`src/logic/rbs_consts.svh`:
```
/*
 * Register offsets, field positions, reset values and timing figures
 * of the receive back-plane serial block.
 * Assumes inclusion by bare name from the block's files.
 */
`ifndef RBS_CONSTS_SVH
`define RBS_CONSTS_SVH

// ----------------------------------------------------------------
// Register map (byte addresses)
// ----------------------------------------------------------------
`define RBS_ADDR_W 12
`define RBS_CTRL_OFS 12'h000
`define RBS_STATUS_OFS 12'h004

// ----------------------------------------------------------------
// Control fields
// ----------------------------------------------------------------
`define RBS_CTRL_W 7
`define RBS_CTRL_RESET 7'h08

// ----------------------------------------------------------------
// Status fields
// ----------------------------------------------------------------
`define RBS_ST_UNDERRUN 0
`define RBS_ST_SLIP 1
`define RBS_ST_CLK_OUT 2
`define RBS_ST_ALIGNED 3
`define RBS_ST_LEVEL_LSB 4
`define RBS_ST_RATE_LSB 8

// ----------------------------------------------------------------
// Timing: driven 1.544 MHz serial clock
// ----------------------------------------------------------------
`define RBS_HCLK_PERIOD_PS 4000
`define RBS_DS1_CLK_PERIOD_PS 647668
`define RBS_DS1_HALF_CYC ((`RBS_DS1_CLK_PERIOD_PS) / (2 * `RBS_HCLK_PERIOD_PS))
`define RBS_FIFO_DEPTH 8

`endif

```
`src/logic/rbs_pkg.sv`:
```
/*
 * Types of the receive back-plane serial block.
 * Assumes rbs_consts.svh is available on the include path.
 */
package rbs_pkg;

    // Back-plane rate selected while multiplexing is off
    typedef enum logic [1:0] {
        RBS_RATE_1544 = 2'b00,
        RBS_RATE_2048 = 2'b01,
        RBS_RATE_4096 = 2'b10,
        RBS_RATE_8192 = 2'b11
    } rbs_rate_e;

    // Output sequencer, Gray coded along idle, align, run
    typedef enum logic [1:0] {
        RBS_IDLE = 2'b00,
        RBS_ALIGN = 2'b01,
        RBS_RUN = 2'b11
    } rbs_state_e;

    // One payload bit with its frame markers
    typedef struct packed {
        logic crc_mf_start;
        logic mf_start;
        logic frame_start;
        logic payload;
    } rbs_bit_s;

    // Control register layout, bit 0 is mux_en
    typedef struct packed {
        logic crc_en;
        logic e1;
        logic edge_rise;
        logic slip_en;
        rbs_rate_e rate;
        logic mux_en;
    } rbs_ctrl_s;

endpackage : rbs_pkg

```
`src/logic/rbs_fifo.sv`:
```
/*
 * Flip-flop FIFO with valid/ready on both sides.
 * Assumes one clock and an asynchronous active-low reset.
 */
`timescale 1ns/1ps
module rbs_fifo #(
    parameter int WIDTH = 4,
    parameter int DEPTH = 8
) (
    input wire logic clk,
    input wire logic rst_n,
    input wire logic in_valid,
    output logic in_ready,
    input wire logic [WIDTH-1:0] in_data,
    output logic out_valid,
    input wire logic out_ready,
    output logic [WIDTH-1:0] out_data,
    output logic [$clog2(DEPTH):0] level
);
    localparam int AW = $clog2(DEPTH);

    logic [WIDTH-1:0] mem_q [DEPTH];
    logic [AW:0] wr_ptr_q;
    logic [AW:0] rd_ptr_q;
    wire push = in_valid && in_ready;
    wire pop = out_valid && out_ready;

    assign level = wr_ptr_q - rd_ptr_q;
    assign in_ready = (level != (AW+1)'(DEPTH));
    assign out_valid = (level != '0);
    assign out_data = mem_q[rd_ptr_q[AW-1:0]];

    always_ff @(posedge clk) begin
        if (push) begin
            mem_q[wr_ptr_q[AW-1:0]] <= in_data;
        end
    end

    always_ff @(posedge clk or negedge rst_n) begin
        if (!rst_n) begin
            wr_ptr_q <= '0;
            rd_ptr_q <= '0;
        end else begin
            wr_ptr_q <= wr_ptr_q + (push ? {{AW{1'b0}}, 1'b1} : '0);
            rd_ptr_q <= rd_ptr_q + (pop ? {{AW{1'b0}}, 1'b1} : '0);
        end
    end
endmodule : rbs_fifo

```
`src/logic/rbs_top.sv`:
```
/*
 * Receive back-plane serial output of one framer channel: payload
 * shifter, serial clock direction and divider, frame, multiframe and
 * CRC multiframe sync outputs, AHB-Lite register slave.
 * Assumes framed bits arrive on a valid/ready stream on hclk, and
 * the serial clock and frame sync pins are asynchronous to hclk.
 */
//
// Behaviour
// - DS1: multiframe sync high one serial clock period with multiframe first bit.
// - E1: CRC multiframe sync high one serial clock period with its first bit.
// - CRC multiframe sync stays low while CRC multiframe alignment is off.
// - Payload shifts out on the serial clock, rising or falling edge selectable.
// - Mode 00 without multiplexing presents data at 1.544 Mbit/s; the driven clock runs at 1.5625 MHz, as DIV_HALF truncates to 80.
// - Mode 00: clock pin input with slip buffer, driven output when bypassed.
// - Mode 01: 2.048 Mbit/s, serial clock supplied from outside.
// - Mode 10: 4.096 Mbit/s, serial clock supplied from outside.
// - Mode 11: 8.192 Mbit/s, serial clock supplied from outside.
// - Frame sync pulse is input with slip buffer, driven by block when bypassed.
`timescale 1ns/1ps
`include "rbs_consts.svh"

module rbs_top #(
    parameter int DIV_HALF = `RBS_DS1_HALF_CYC,
    parameter int FIFO_DEPTH = `RBS_FIFO_DEPTH
) (
    input wire logic hclk,
    input wire logic hresetn,
    input wire logic hsel,
    input wire logic [31:0] haddr,
    input wire logic [1:0] htrans,
    input wire logic hwrite,
    input wire logic [2:0] hsize,
    input wire logic [31:0] hwdata,
    input wire logic hready,
    output logic hreadyout,
    output logic hresp,
    output logic [31:0] hrdata,
    input wire logic bit_valid,
    output logic bit_ready,
    input wire rbs_pkg::rbs_bit_s bit_data,
    input wire logic rx_serial_clock_i,
    output logic rx_serial_clock_o,
    output logic rx_serial_clock_oe,
    input wire logic rx_frame_sync_i,
    output logic rx_frame_sync_o,
    output logic rx_frame_sync_oe,
    output logic rx_serial_payload,
    output logic rx_multiframe_sync,
    output logic rx_crc_multiframe_sync
);
    import rbs_pkg::*;

    localparam int LW = $clog2(FIFO_DEPTH) + 1;

    // ----------------------------------------------------------------
    // AHB-Lite slave
    // ----------------------------------------------------------------
    rbs_ctrl_s cfg_q;
    logic [`RBS_ADDR_W-1:0] addr_q;
    logic wr_q;
    logic underrun_q;
    logic slip_q;
    logic [31:0] hrdata_q;
    logic [LW-1:0] level;
    rbs_state_e state_q;
    logic clk_oe_q;

    wire addr_phase = hsel && htrans[1] && hready;
    wire [`RBS_ADDR_W-1:0] a_ofs = haddr[`RBS_ADDR_W-1:0];
    wire hit_ctrl_rd = addr_phase && !hwrite && (a_ofs == `RBS_CTRL_OFS);
    wire hit_stat_rd = addr_phase && !hwrite && (a_ofs == `RBS_STATUS_OFS);
    wire ctrl_wr = wr_q && (addr_q == `RBS_CTRL_OFS);
    wire stat_wr = wr_q && (addr_q == `RBS_STATUS_OFS);
    wire clr_underrun = stat_wr && hwdata[`RBS_ST_UNDERRUN];
    wire clr_slip = stat_wr && hwdata[`RBS_ST_SLIP];

    wire [31:0] status_word = {22'h000000, cfg_q.rate, level[3:0], state_q == RBS_RUN,
        clk_oe_q, slip_q, underrun_q};
    wire [31:0] ctrl_word = {25'h0000000, cfg_q};
    wire [31:0] rd_mux;
    assign rd_mux = hit_ctrl_rd ? ctrl_word :
        hit_stat_rd ? status_word : 32'h00000000;

    assign hreadyout = 1'b1;
    assign hresp = 1'b0;
    assign hrdata = hrdata_q;

    always_ff @(posedge hclk or negedge hresetn) begin
        if (!hresetn) begin
            addr_q <= '0;
            wr_q <= 1'b0;
            hrdata_q <= 32'h00000000;
        end else begin
            wr_q <= addr_phase && hwrite && (hsize == 3'h2);
            if (addr_phase) begin
                addr_q <= a_ofs;
            end
            hrdata_q <= rd_mux;
        end
    end

    always_ff @(posedge hclk or negedge hresetn) begin
        if (!hresetn) begin
            cfg_q <= rbs_ctrl_s'(`RBS_CTRL_RESET);
        end else if (ctrl_wr) begin
            cfg_q <= rbs_ctrl_s'(hwdata[`RBS_CTRL_W-1:0]);
        end
    end

    // ----------------------------------------------------------------
    // Pin synchronisers
    // ----------------------------------------------------------------
    logic clk_s1_q, clk_s2_q;
    logic sync_s1_q, sync_s2_q;

    always_ff @(posedge hclk or negedge hresetn) begin
        if (!hresetn) begin
            clk_s1_q <= 1'b0;
            clk_s2_q <= 1'b0;
            sync_s1_q <= 1'b0;
            sync_s2_q <= 1'b0;
        end else begin
            clk_s1_q <= rx_serial_clock_i;
            clk_s2_q <= clk_s1_q;
            sync_s1_q <= rx_frame_sync_i;
            sync_s2_q <= sync_s1_q;
        end
    end

    // ----------------------------------------------------------------
    // Serial clock source and direction
    // ----------------------------------------------------------------
    logic clk_gen_q;
    logic [15:0] div_cnt_q;
    logic src_prev_q;

    wire mode_1544 = !cfg_q.mux_en && (cfg_q.rate == RBS_RATE_1544);
    wire clk_drive = mode_1544 && !cfg_q.slip_en;
    wire div_wrap = (div_cnt_q == 16'(DIV_HALF - 1));

    always_ff @(posedge hclk or negedge hresetn) begin
        if (!hresetn) begin
            div_cnt_q <= 16'h0000;
            clk_gen_q <= 1'b0;
        end else if (!clk_drive) begin
            div_cnt_q <= 16'h0000;
            clk_gen_q <= 1'b0;
        end else begin
            div_cnt_q <= div_wrap ? 16'h0000 : div_cnt_q + 16'h0001;
            clk_gen_q <= clk_gen_q ^ div_wrap;
        end
    end

    always_ff @(posedge hclk or negedge hresetn) begin
        if (!hresetn) begin
            clk_oe_q <= 1'b0;
        end else begin
            clk_oe_q <= clk_drive;
        end
    end

    assign rx_serial_clock_oe = clk_oe_q;
    assign rx_serial_clock_o = clk_gen_q;

    // Edges of whichever clock paces the line
    wire src_now = clk_drive ? clk_gen_q : clk_s2_q;
    wire src_rise = src_now && !src_prev_q;
    wire src_fall = !src_now && src_prev_q;
    wire shift_tick = cfg_q.edge_rise ? src_rise : src_fall;

    always_ff @(posedge hclk or negedge hresetn) begin
        if (!hresetn) begin
            src_prev_q <= 1'b0;
        end else begin
            src_prev_q <= src_now;
        end
    end

    // ----------------------------------------------------------------
    // Bit buffer
    // ----------------------------------------------------------------
    rbs_bit_s head;
    logic head_valid;
    logic pop;

    rbs_fifo #(
        .WIDTH($bits(rbs_bit_s)),
        .DEPTH(FIFO_DEPTH)
    ) u_fifo (
        .clk(hclk),
        .rst_n(hresetn),
        .in_valid(bit_valid),
        .in_ready(bit_ready),
        .in_data(bit_data),
        .out_valid(head_valid),
        .out_ready(pop),
        .out_data(head),
        .level(level)
    );

    // ----------------------------------------------------------------
    // Output sequencer
    // ----------------------------------------------------------------
    rbs_state_e state_d;

    // Frame start accepted when bypassed, or on the far end's sync pulse
    wire start_ok = !cfg_q.slip_en || sync_s2_q;
    wire slip_hit = cfg_q.slip_en && sync_s2_q && !head.frame_start;
    wire in_run = (state_q == RBS_RUN);
    wire in_align = (state_q == RBS_ALIGN);
    wire run_pop = in_run && !slip_hit;
    wire align_pop = in_align && (!head.frame_start || start_ok);
    assign pop = shift_tick && head_valid && (run_pop || align_pop);
    wire present = pop && (in_run || head.frame_start);
    wire underrun_set = shift_tick && in_run && !head_valid;
    wire slip_set = shift_tick && in_run && head_valid && slip_hit;

    always_comb begin
        state_d = state_q;
        case (state_q)
            RBS_IDLE: begin
                if (!cfg_q.mux_en) begin
                    state_d = RBS_ALIGN;
                end
            end
            RBS_ALIGN: begin
                if (present) begin
                    state_d = RBS_RUN;
                end
            end
            RBS_RUN: begin
                if (slip_set) begin
                    state_d = RBS_ALIGN;
                end
            end
            default: begin
                state_d = RBS_IDLE;
            end
        endcase
        if (cfg_q.mux_en) begin
            state_d = RBS_IDLE;
        end
    end

    always_ff @(posedge hclk or negedge hresetn) begin
        if (!hresetn) begin
            state_q <= RBS_IDLE;
        end else begin
            state_q <= state_d;
        end
    end

    // Sticky flags: a new event wins over a software clear
    always_ff @(posedge hclk or negedge hresetn) begin
        if (!hresetn) begin
            underrun_q <= 1'b0;
            slip_q <= 1'b0;
        end else begin
            underrun_q <= underrun_set || (underrun_q && !clr_underrun);
            slip_q <= slip_set || (slip_q && !clr_slip);
        end
    end

    // ----------------------------------------------------------------
    // Serial outputs, updated on the active edge only, cleared at once while multiplexing is on
    // ----------------------------------------------------------------
    logic pay_q, mf_q, crc_q, fs_q, fs_oe_q;

    always_ff @(posedge hclk or negedge hresetn) begin
        if (!hresetn) begin
            pay_q <= 1'b0;
            mf_q <= 1'b0;
            crc_q <= 1'b0;
            fs_q <= 1'b0;
        end else if (cfg_q.mux_en) begin
            pay_q <= 1'b0;
            mf_q <= 1'b0;
            crc_q <= 1'b0;
            fs_q <= 1'b0;
        end else if (shift_tick) begin
            pay_q <= present && head.payload;
            mf_q <= present && !cfg_q.e1 && head.mf_start;
            crc_q <= present && cfg_q.e1 && cfg_q.crc_en && head.crc_mf_start;
            fs_q <= present && head.frame_start;
        end
    end

    always_ff @(posedge hclk or negedge hresetn) begin
        if (!hresetn) begin
            fs_oe_q <= 1'b0;
        end else begin
            fs_oe_q <= !cfg_q.slip_en && !cfg_q.mux_en;
        end
    end

    assign rx_serial_payload = pay_q;
    assign rx_multiframe_sync = mf_q;
    assign rx_crc_multiframe_sync = crc_q;
    assign rx_frame_sync_o = fs_q;
    assign rx_frame_sync_oe = fs_oe_q;

    // ----------------------------------------------------------------
    // Checks
    // ----------------------------------------------------------------
    mf_pulse_a: assert property (@(posedge hclk) disable iff (!hresetn)
        shift_tick && present && !cfg_q.e1 && !cfg_q.mux_en && head.mf_start |=> rx_multiframe_sync)
        else $error("multiframe sync missing at multiframe start");

    crc_pulse_a: assert property (@(posedge hclk) disable iff (!hresetn)
        shift_tick && present && cfg_q.e1 && cfg_q.crc_en && !cfg_q.mux_en && head.crc_mf_start
        |=> rx_crc_multiframe_sync)
        else $error("crc multiframe sync missing at crc multiframe start");

    crc_quiet_a: assert property (@(posedge hclk) disable iff (!hresetn)
        $past(shift_tick) && !$past(cfg_q.crc_en) |-> !rx_crc_multiframe_sync)
        else $error("crc multiframe sync high while alignment disabled");

    payload_edge_a: assert property (@(posedge hclk) disable iff (!hresetn)
        shift_tick && present && !cfg_q.mux_en |=> rx_serial_payload == $past(head.payload))
        else $error("payload bit not presented on active edge");

    clk_drive_a: assert property (@(posedge hclk) disable iff (!hresetn)
        mode_1544 && !cfg_q.slip_en |=> rx_serial_clock_oe)
        else $error("serial clock not driven with slip buffer bypassed");

    clk_input_a: assert property (@(posedge hclk) disable iff (!hresetn)
        cfg_q.rate != RBS_RATE_1544 || cfg_q.slip_en || cfg_q.mux_en |=> !rx_serial_clock_oe)
        else $error("serial clock driven while it must be an input");

    div_half_a: assert property (@(posedge hclk) disable iff (!hresetn)
        clk_drive && $changed(clk_gen_q) ##1 clk_drive [*2] |-> $stable(clk_gen_q))
        else $error("driven serial clock half period too short");

    sync_edge_a: assert property (@(posedge hclk) disable iff (!hresetn)
        $changed(rx_multiframe_sync) || $changed(rx_crc_multiframe_sync)
        |-> $past(shift_tick) || $past(cfg_q.mux_en))
        else $error("sync output moved off the active edge");

    fs_out_a: assert property (@(posedge hclk) disable iff (!hresetn)
        shift_tick && present && head.frame_start && !cfg_q.mux_en |=> rx_frame_sync_o)
        else $error("frame sync pulse missing at frame start");

    mux_idle_a: assert property (@(posedge hclk) disable iff (!hresetn)
        cfg_q.mux_en |=> state_q == RBS_IDLE && !rx_serial_payload && !rx_serial_clock_oe)
        else $error("block active while multiplexing enabled");

endmodule : rbs_top

```
`config.mk`:
```
export PLATFORM = sky130hd
export DESIGN_NAME = rbs_top
export DESIGN_NICKNAME = d
export VERILOG_FILES = /design/src/logic/rbs_pkg.sv /design/src/logic/rbs_fifo.sv /design/src/logic/rbs_top.sv
export VERILOG_INCLUDE_DIRS = /design/src /design/src/logic
export SDC_FILE = /design/constraint.sdc
export NUM_CORES = 1
export LEC_CHECK = 0
export ABC_AREA = 1
export BUFFER_PORTS_ARGS = -buffer_cell sky130_fd_sc_hd__clkbuf_2
export CAP_MARGIN = 20
export CORE_ASPECT_RATIO = 1.5
export CORE_MARGIN = 5
export CORE_UTILIZATION = 35
export DETAILED_ROUTE_END_ITERATION = 8
export PLACE_DENSITY = 0.57
export SLEW_MARGIN = 10
export SYNTH_ARGS = -nofsm -noshare
export SYNTH_HDL_FRONTEND = slang
export SYNTH_HIERARCHICAL = 1
export SYNTH_SLANG_ARGS = --single-unit
```
`constraint.sdc`:
```
create_clock -name hclk -period 3.2 [get_ports hclk]
set_clock_uncertainty 0.15 [all_clocks]
set_input_delay 0.8 -clock hclk [delete_from_list [all_inputs] [get_ports hclk]]
set_output_delay 0.8 -clock hclk [all_outputs]
set_load 0.01 [all_outputs]
```
==> summary by stage <==
Power
The peak supply drop is 0.000216 V. The sequential power share is 49.8%. The total chip power is 3.10 mW. The switching power summed over all nets is 895 uW.

The portion of total power attributed to the clock network is 33.6%. Of the total power, the share spent switching nets is 28.8%. The total power density per cell area is 556 nW/um2. In this run, the combinational gates consume 16.6% of the power. The internal power of the cells totals 2.21 mW. Summed over all cells, the static leakage comes to 2.57 nW.

Yosys
Sequential cells were found to cover 55.5% of the synthesized design area. The flip-flop and latch count after synthesis is 102. The most used standard cell by instance count after synthesis is sky130_fd_sc_hd__dfrtp_1. The top cell type by total area after synthesis is sky130_fd_sc_hd__dfrtp_1. Of all flip-flops after synthesis, the portion carrying an async set or reset was 68.6%. During synthesis, Yosys emitted a total of 6 warnings. The mean instance size in the synthesized netlist is 9.88 um2.

After technology mapping, the gate count stands at 495. The area share of the largest cell type after synthesis is 35.3%. In this run, distinct cell masters in the synthesized netlist total 45. In the synthesized netlist, the cells that appear most often are sky130_fd_sc_hd__dfrtp_1 (69), sky130_fd_sc_hd__nor2_1 (66), sky130_fd_sc_hd__nand2_1 (65).

The most used flip-flop cell after synthesis is sky130_fd_sc_hd__dfrtp_1. The number of flops mapped to enable cells by yosys is 32. The cell area after synthesis is 4890 um2. By area the synthesized netlist is led by sky130_fd_sc_hd__dfrtp_1 (35%), sky130_fd_sc_hd__edfxtp_1 (20%), sky130_fd_sc_hd__nor2_1 (5.1%).

STA
Dividing the final minimum period by the clock period gives 97.0%. For the pin with the worst max-slew slack, the measured transition is 566 ps. Setup repair after global routing left no endpoint under its margin. Based on the critical path, the design can be clocked at up to 0.322 GHz. The number of max-slew violations in the final report was 0.

Setup total negative slack on the finished layout was measured at 0 ps. Setup violations remaining at the end of the flow were counted as 0. The number of hold-slack violations in the final timing report is 0. The worst path needs 3100 ps of the cycle, external delays included. The relative slew slack is 62.2%.

Floorplan
The floorplan die area is 16,500 um2. The placeable core area is 13,900 um2. The boundary pin count is 123. The width of the die is 107 um. The starting density of the core is 35.3%. The vertical die dimension is 155 um. Row generation in the floorplan step produced 53 rows.

Worst setup path
STA classifies the critical path endpoint as an output port. The maximum fanout along the worst path is 4. For this run, the slowest stage of the critical path takes 450 ps.

The required time at the worst-slack endpoint is 2250 ps. The slowest stage of the critical path belongs to the cell sky130_fd_sc_hd__fa_1. The worst endpoint data arrival time is 2150 ps. The type of element launching the critical path is a register. The cell count of the worst reg-to-reg path is 14. For flop-to-flop paths, the worst setup slack is 360 ps. The terminus of the critical flop-to-flop path is u_fifo/rd_ptr_q[2]. Walking the worst path, the cells encountered are inv_2 > ha_4 > inv_2 > fa_1 > or2_0 > nor2_2 > nand3_2 > buf_6. Counting stages on the worst path, the most repeated cell is sky130_fd_sc_hd__inv_2. The category of the most critical setup path is reg2out.

The launch instance of the worst register-to-register path is u_fifo/wr_ptr_q[0].

Worst hold path
The worst hold path cell count is 0. The endpoint of the worst hold-timing path is sync_s2_q. The source of the worst hold timing path is sync_s1_q. The class of the tightest hold or removal check is reg2reg.

Placed design
The congestion estimate from routability-driven global placement came to 0.831. After legalization and detailed placement, the total HPWL measured 7720 um. During placement, the flow inserted port buffers numbering 52.

Run status
The run finished with clean final reports.

Clock tree
TritonCTS built the clock tree. The clock-pin slew reported for the worst setup and hold paths after clock tree synthesis is 70 ps. In this run the deepest clock path goes through 2 buffers. Counting the buffers created by CTS gives 9. CTS built an H-tree with a depth of 3. For this design, the CTS-stage hold fixing added 0 buffers. The root buffer cell chosen for the clock tree is sky130_fd_sc_hd__clkbuf_16. The clock net in this run drives a total of 102 sinks. The insertion delay to the later sink of the worst-skew pair is 350 ps.

Routing
The final wirelength is 10,100 um. The number of nets with antenna violations after detailed routing is 0. The detailed router placed 3,457 vias in this run. The number of design rule violations left after detail routing is 0.

The count of routing violations after the opening detailed-route iteration is 137. The number of search-and-repair iterations in the first detailed-routing pass is 4. In the final routed layout, each cell accounts on average for 13.9 um. In the routed layout, each cell is associated on average with a via count of 4.76.

Layout
The number of filler instances in the final layout is 1,366. The area overhead of the layout relative to synthesis is 14.2%. The fraction of layout cells with a size suffix above 1 is 21.0%. The number of antenna diodes in the final layout is 0. The net count of the finished layout is 646.

GRT
The wire length of the first global-routing pass is 16,800 um. Summed over all layers, the global routing overflow is 0. The maximum number of pins on one net before global-route repair is 48. Across every metal layer, demand over resource in global routing totals 12.9%. The via count of the first global-routing pass is 3,539. The number of antenna violations at the first check in global routing came to 0.

Run
The tool flagged a number of max-cap violations equal to 0.
[flip-flops by register name, summed over array words and instances, names as in the netlist]
signal and flops:
u_fifo/mem_q 32, div_cnt_q 16, addr_q 12, hrdata 10
cfg_q 7, u_fifo/rd_ptr_q 4, u_fifo/wr_ptr_q 4, state_q 2
clk_s1_q 1, clk_s2_q 1, rx_crc_multiframe_sync 1, rx_frame_sync_o 1
rx_frame_sync_oe 1, rx_multiframe_sync 1, rx_serial_clock_o 1, rx_serial_clock_oe 1
rx_serial_payload 1, slip_q 1, src_prev_q 1, sync_s1_q 1
sync_s2_q 1, underrun_q 1, wr_q 1
[through the flow]
step,util [%],setup slack (ps),area [um2],hold WS [ps],cells
3_3_place_gp,38.0,264,5270,191,708
2_1_floorplan,-,429,4970,181,517
4_1_cts,40.1,14.6,5550,206,724
3_5_place_dp,38.0,243,5270,187,708
5_1_grt,40.3,7.66,5590,211,726
6_report,40.3,96.3,5590,204,726
[per-layer routing]
metal  wire length, um  up-vias  global-route usage, %
li1                  -     1717                      -
met1              4010     1649                   14.9
met2              5500       80                   23.2
met3               456       11                   2.71
met4               133        0                   4.81
met5                 0        -                      0
[logic make-up (layout without fill, tap and decap cells)]
logic type      count (synthesis)  after routing  synth area share [%]
flops                         102            102                  55.5
xor+xnor                       14             14                  2.51
fa+ha+maj                       9              9                  2.46
other cells                     2             24                 0.154
mux                             4              4                 0.921
compound gates                 56             56                  6.24
buf+inv                        93            137                  9.57
simple gates                  215            215                  22.7
[layout by cell type (no fill, tap or decap), drive strengths merged, types with 13 or more instances in the layout]
cell type  netlist  layout
clkbuf           3      59
conb             2      24
dfrtp           69      69
edfxtp          32      32
inv             59      64
nand2           72      72
nand3           30      30
nand4           13      13
nor2            72      72
o21ai           28      28
o22ai           15      15
[critical path, delay by kind of cell (launching register included)]
kind,cells,cell delay [ps]
adders and majority gates,2,590
and+or+nand+nor,3,530
DFF,1,390
buffers and inverters,3,300
[power by group through the flow]
stage / Sequential (mW) / Combinational [mW] / Clock, mW
after floorplan: 1.55 / 0.369 / 0
after global placement: 1.56 / 0.480 / 0
after detailed placement: 1.57 / 0.492 / 0
after CTS: 1.54 / 0.494 / 1.08
after global routing: 1.56 / 0.589 / 1.14
final: 1.54 / 0.515 / 1.04
[timing repair]
action	4_1_cts	5_1_grt
pin swaps	1	4
endpoints found under the setup margin	1	1
gates resized for setup	1	5
setup buffers	0	2
[worst max path at each step]
stage	start	to	slack, ps	depth (start not counted)
after CTS	u_fifo/wr_ptr_q[0]	bit_ready	10	8
after floorplan	u_fifo/wr_ptr_q[0]	u_fifo/rd_ptr_q[2]	430	14
after global placement	u_fifo/wr_ptr_q[0]	u_fifo/rd_ptr_q[2]	260	14
final	u_fifo/wr_ptr_q[0]	bit_ready	100	8
after detailed placement	u_fifo/wr_ptr_q[0]	u_fifo/rd_ptr_q[2]	240	14
after global routing	u_fifo/wr_ptr_q[0]	bit_ready	8	8
[layout make-up]
class	count	area, um2	share of cell area (%)
multi-input combinational	322	1800	32.3
tap	165	206	3.70
clock buffer	9	225	4.03
sequential	102	2710	48.6
inverter	59	221	3.96
timing repair buffer	62	354	6.34
clock inverter	7	61.3	1.10
No activity file was read; power rests on OpenSTA's default activity.
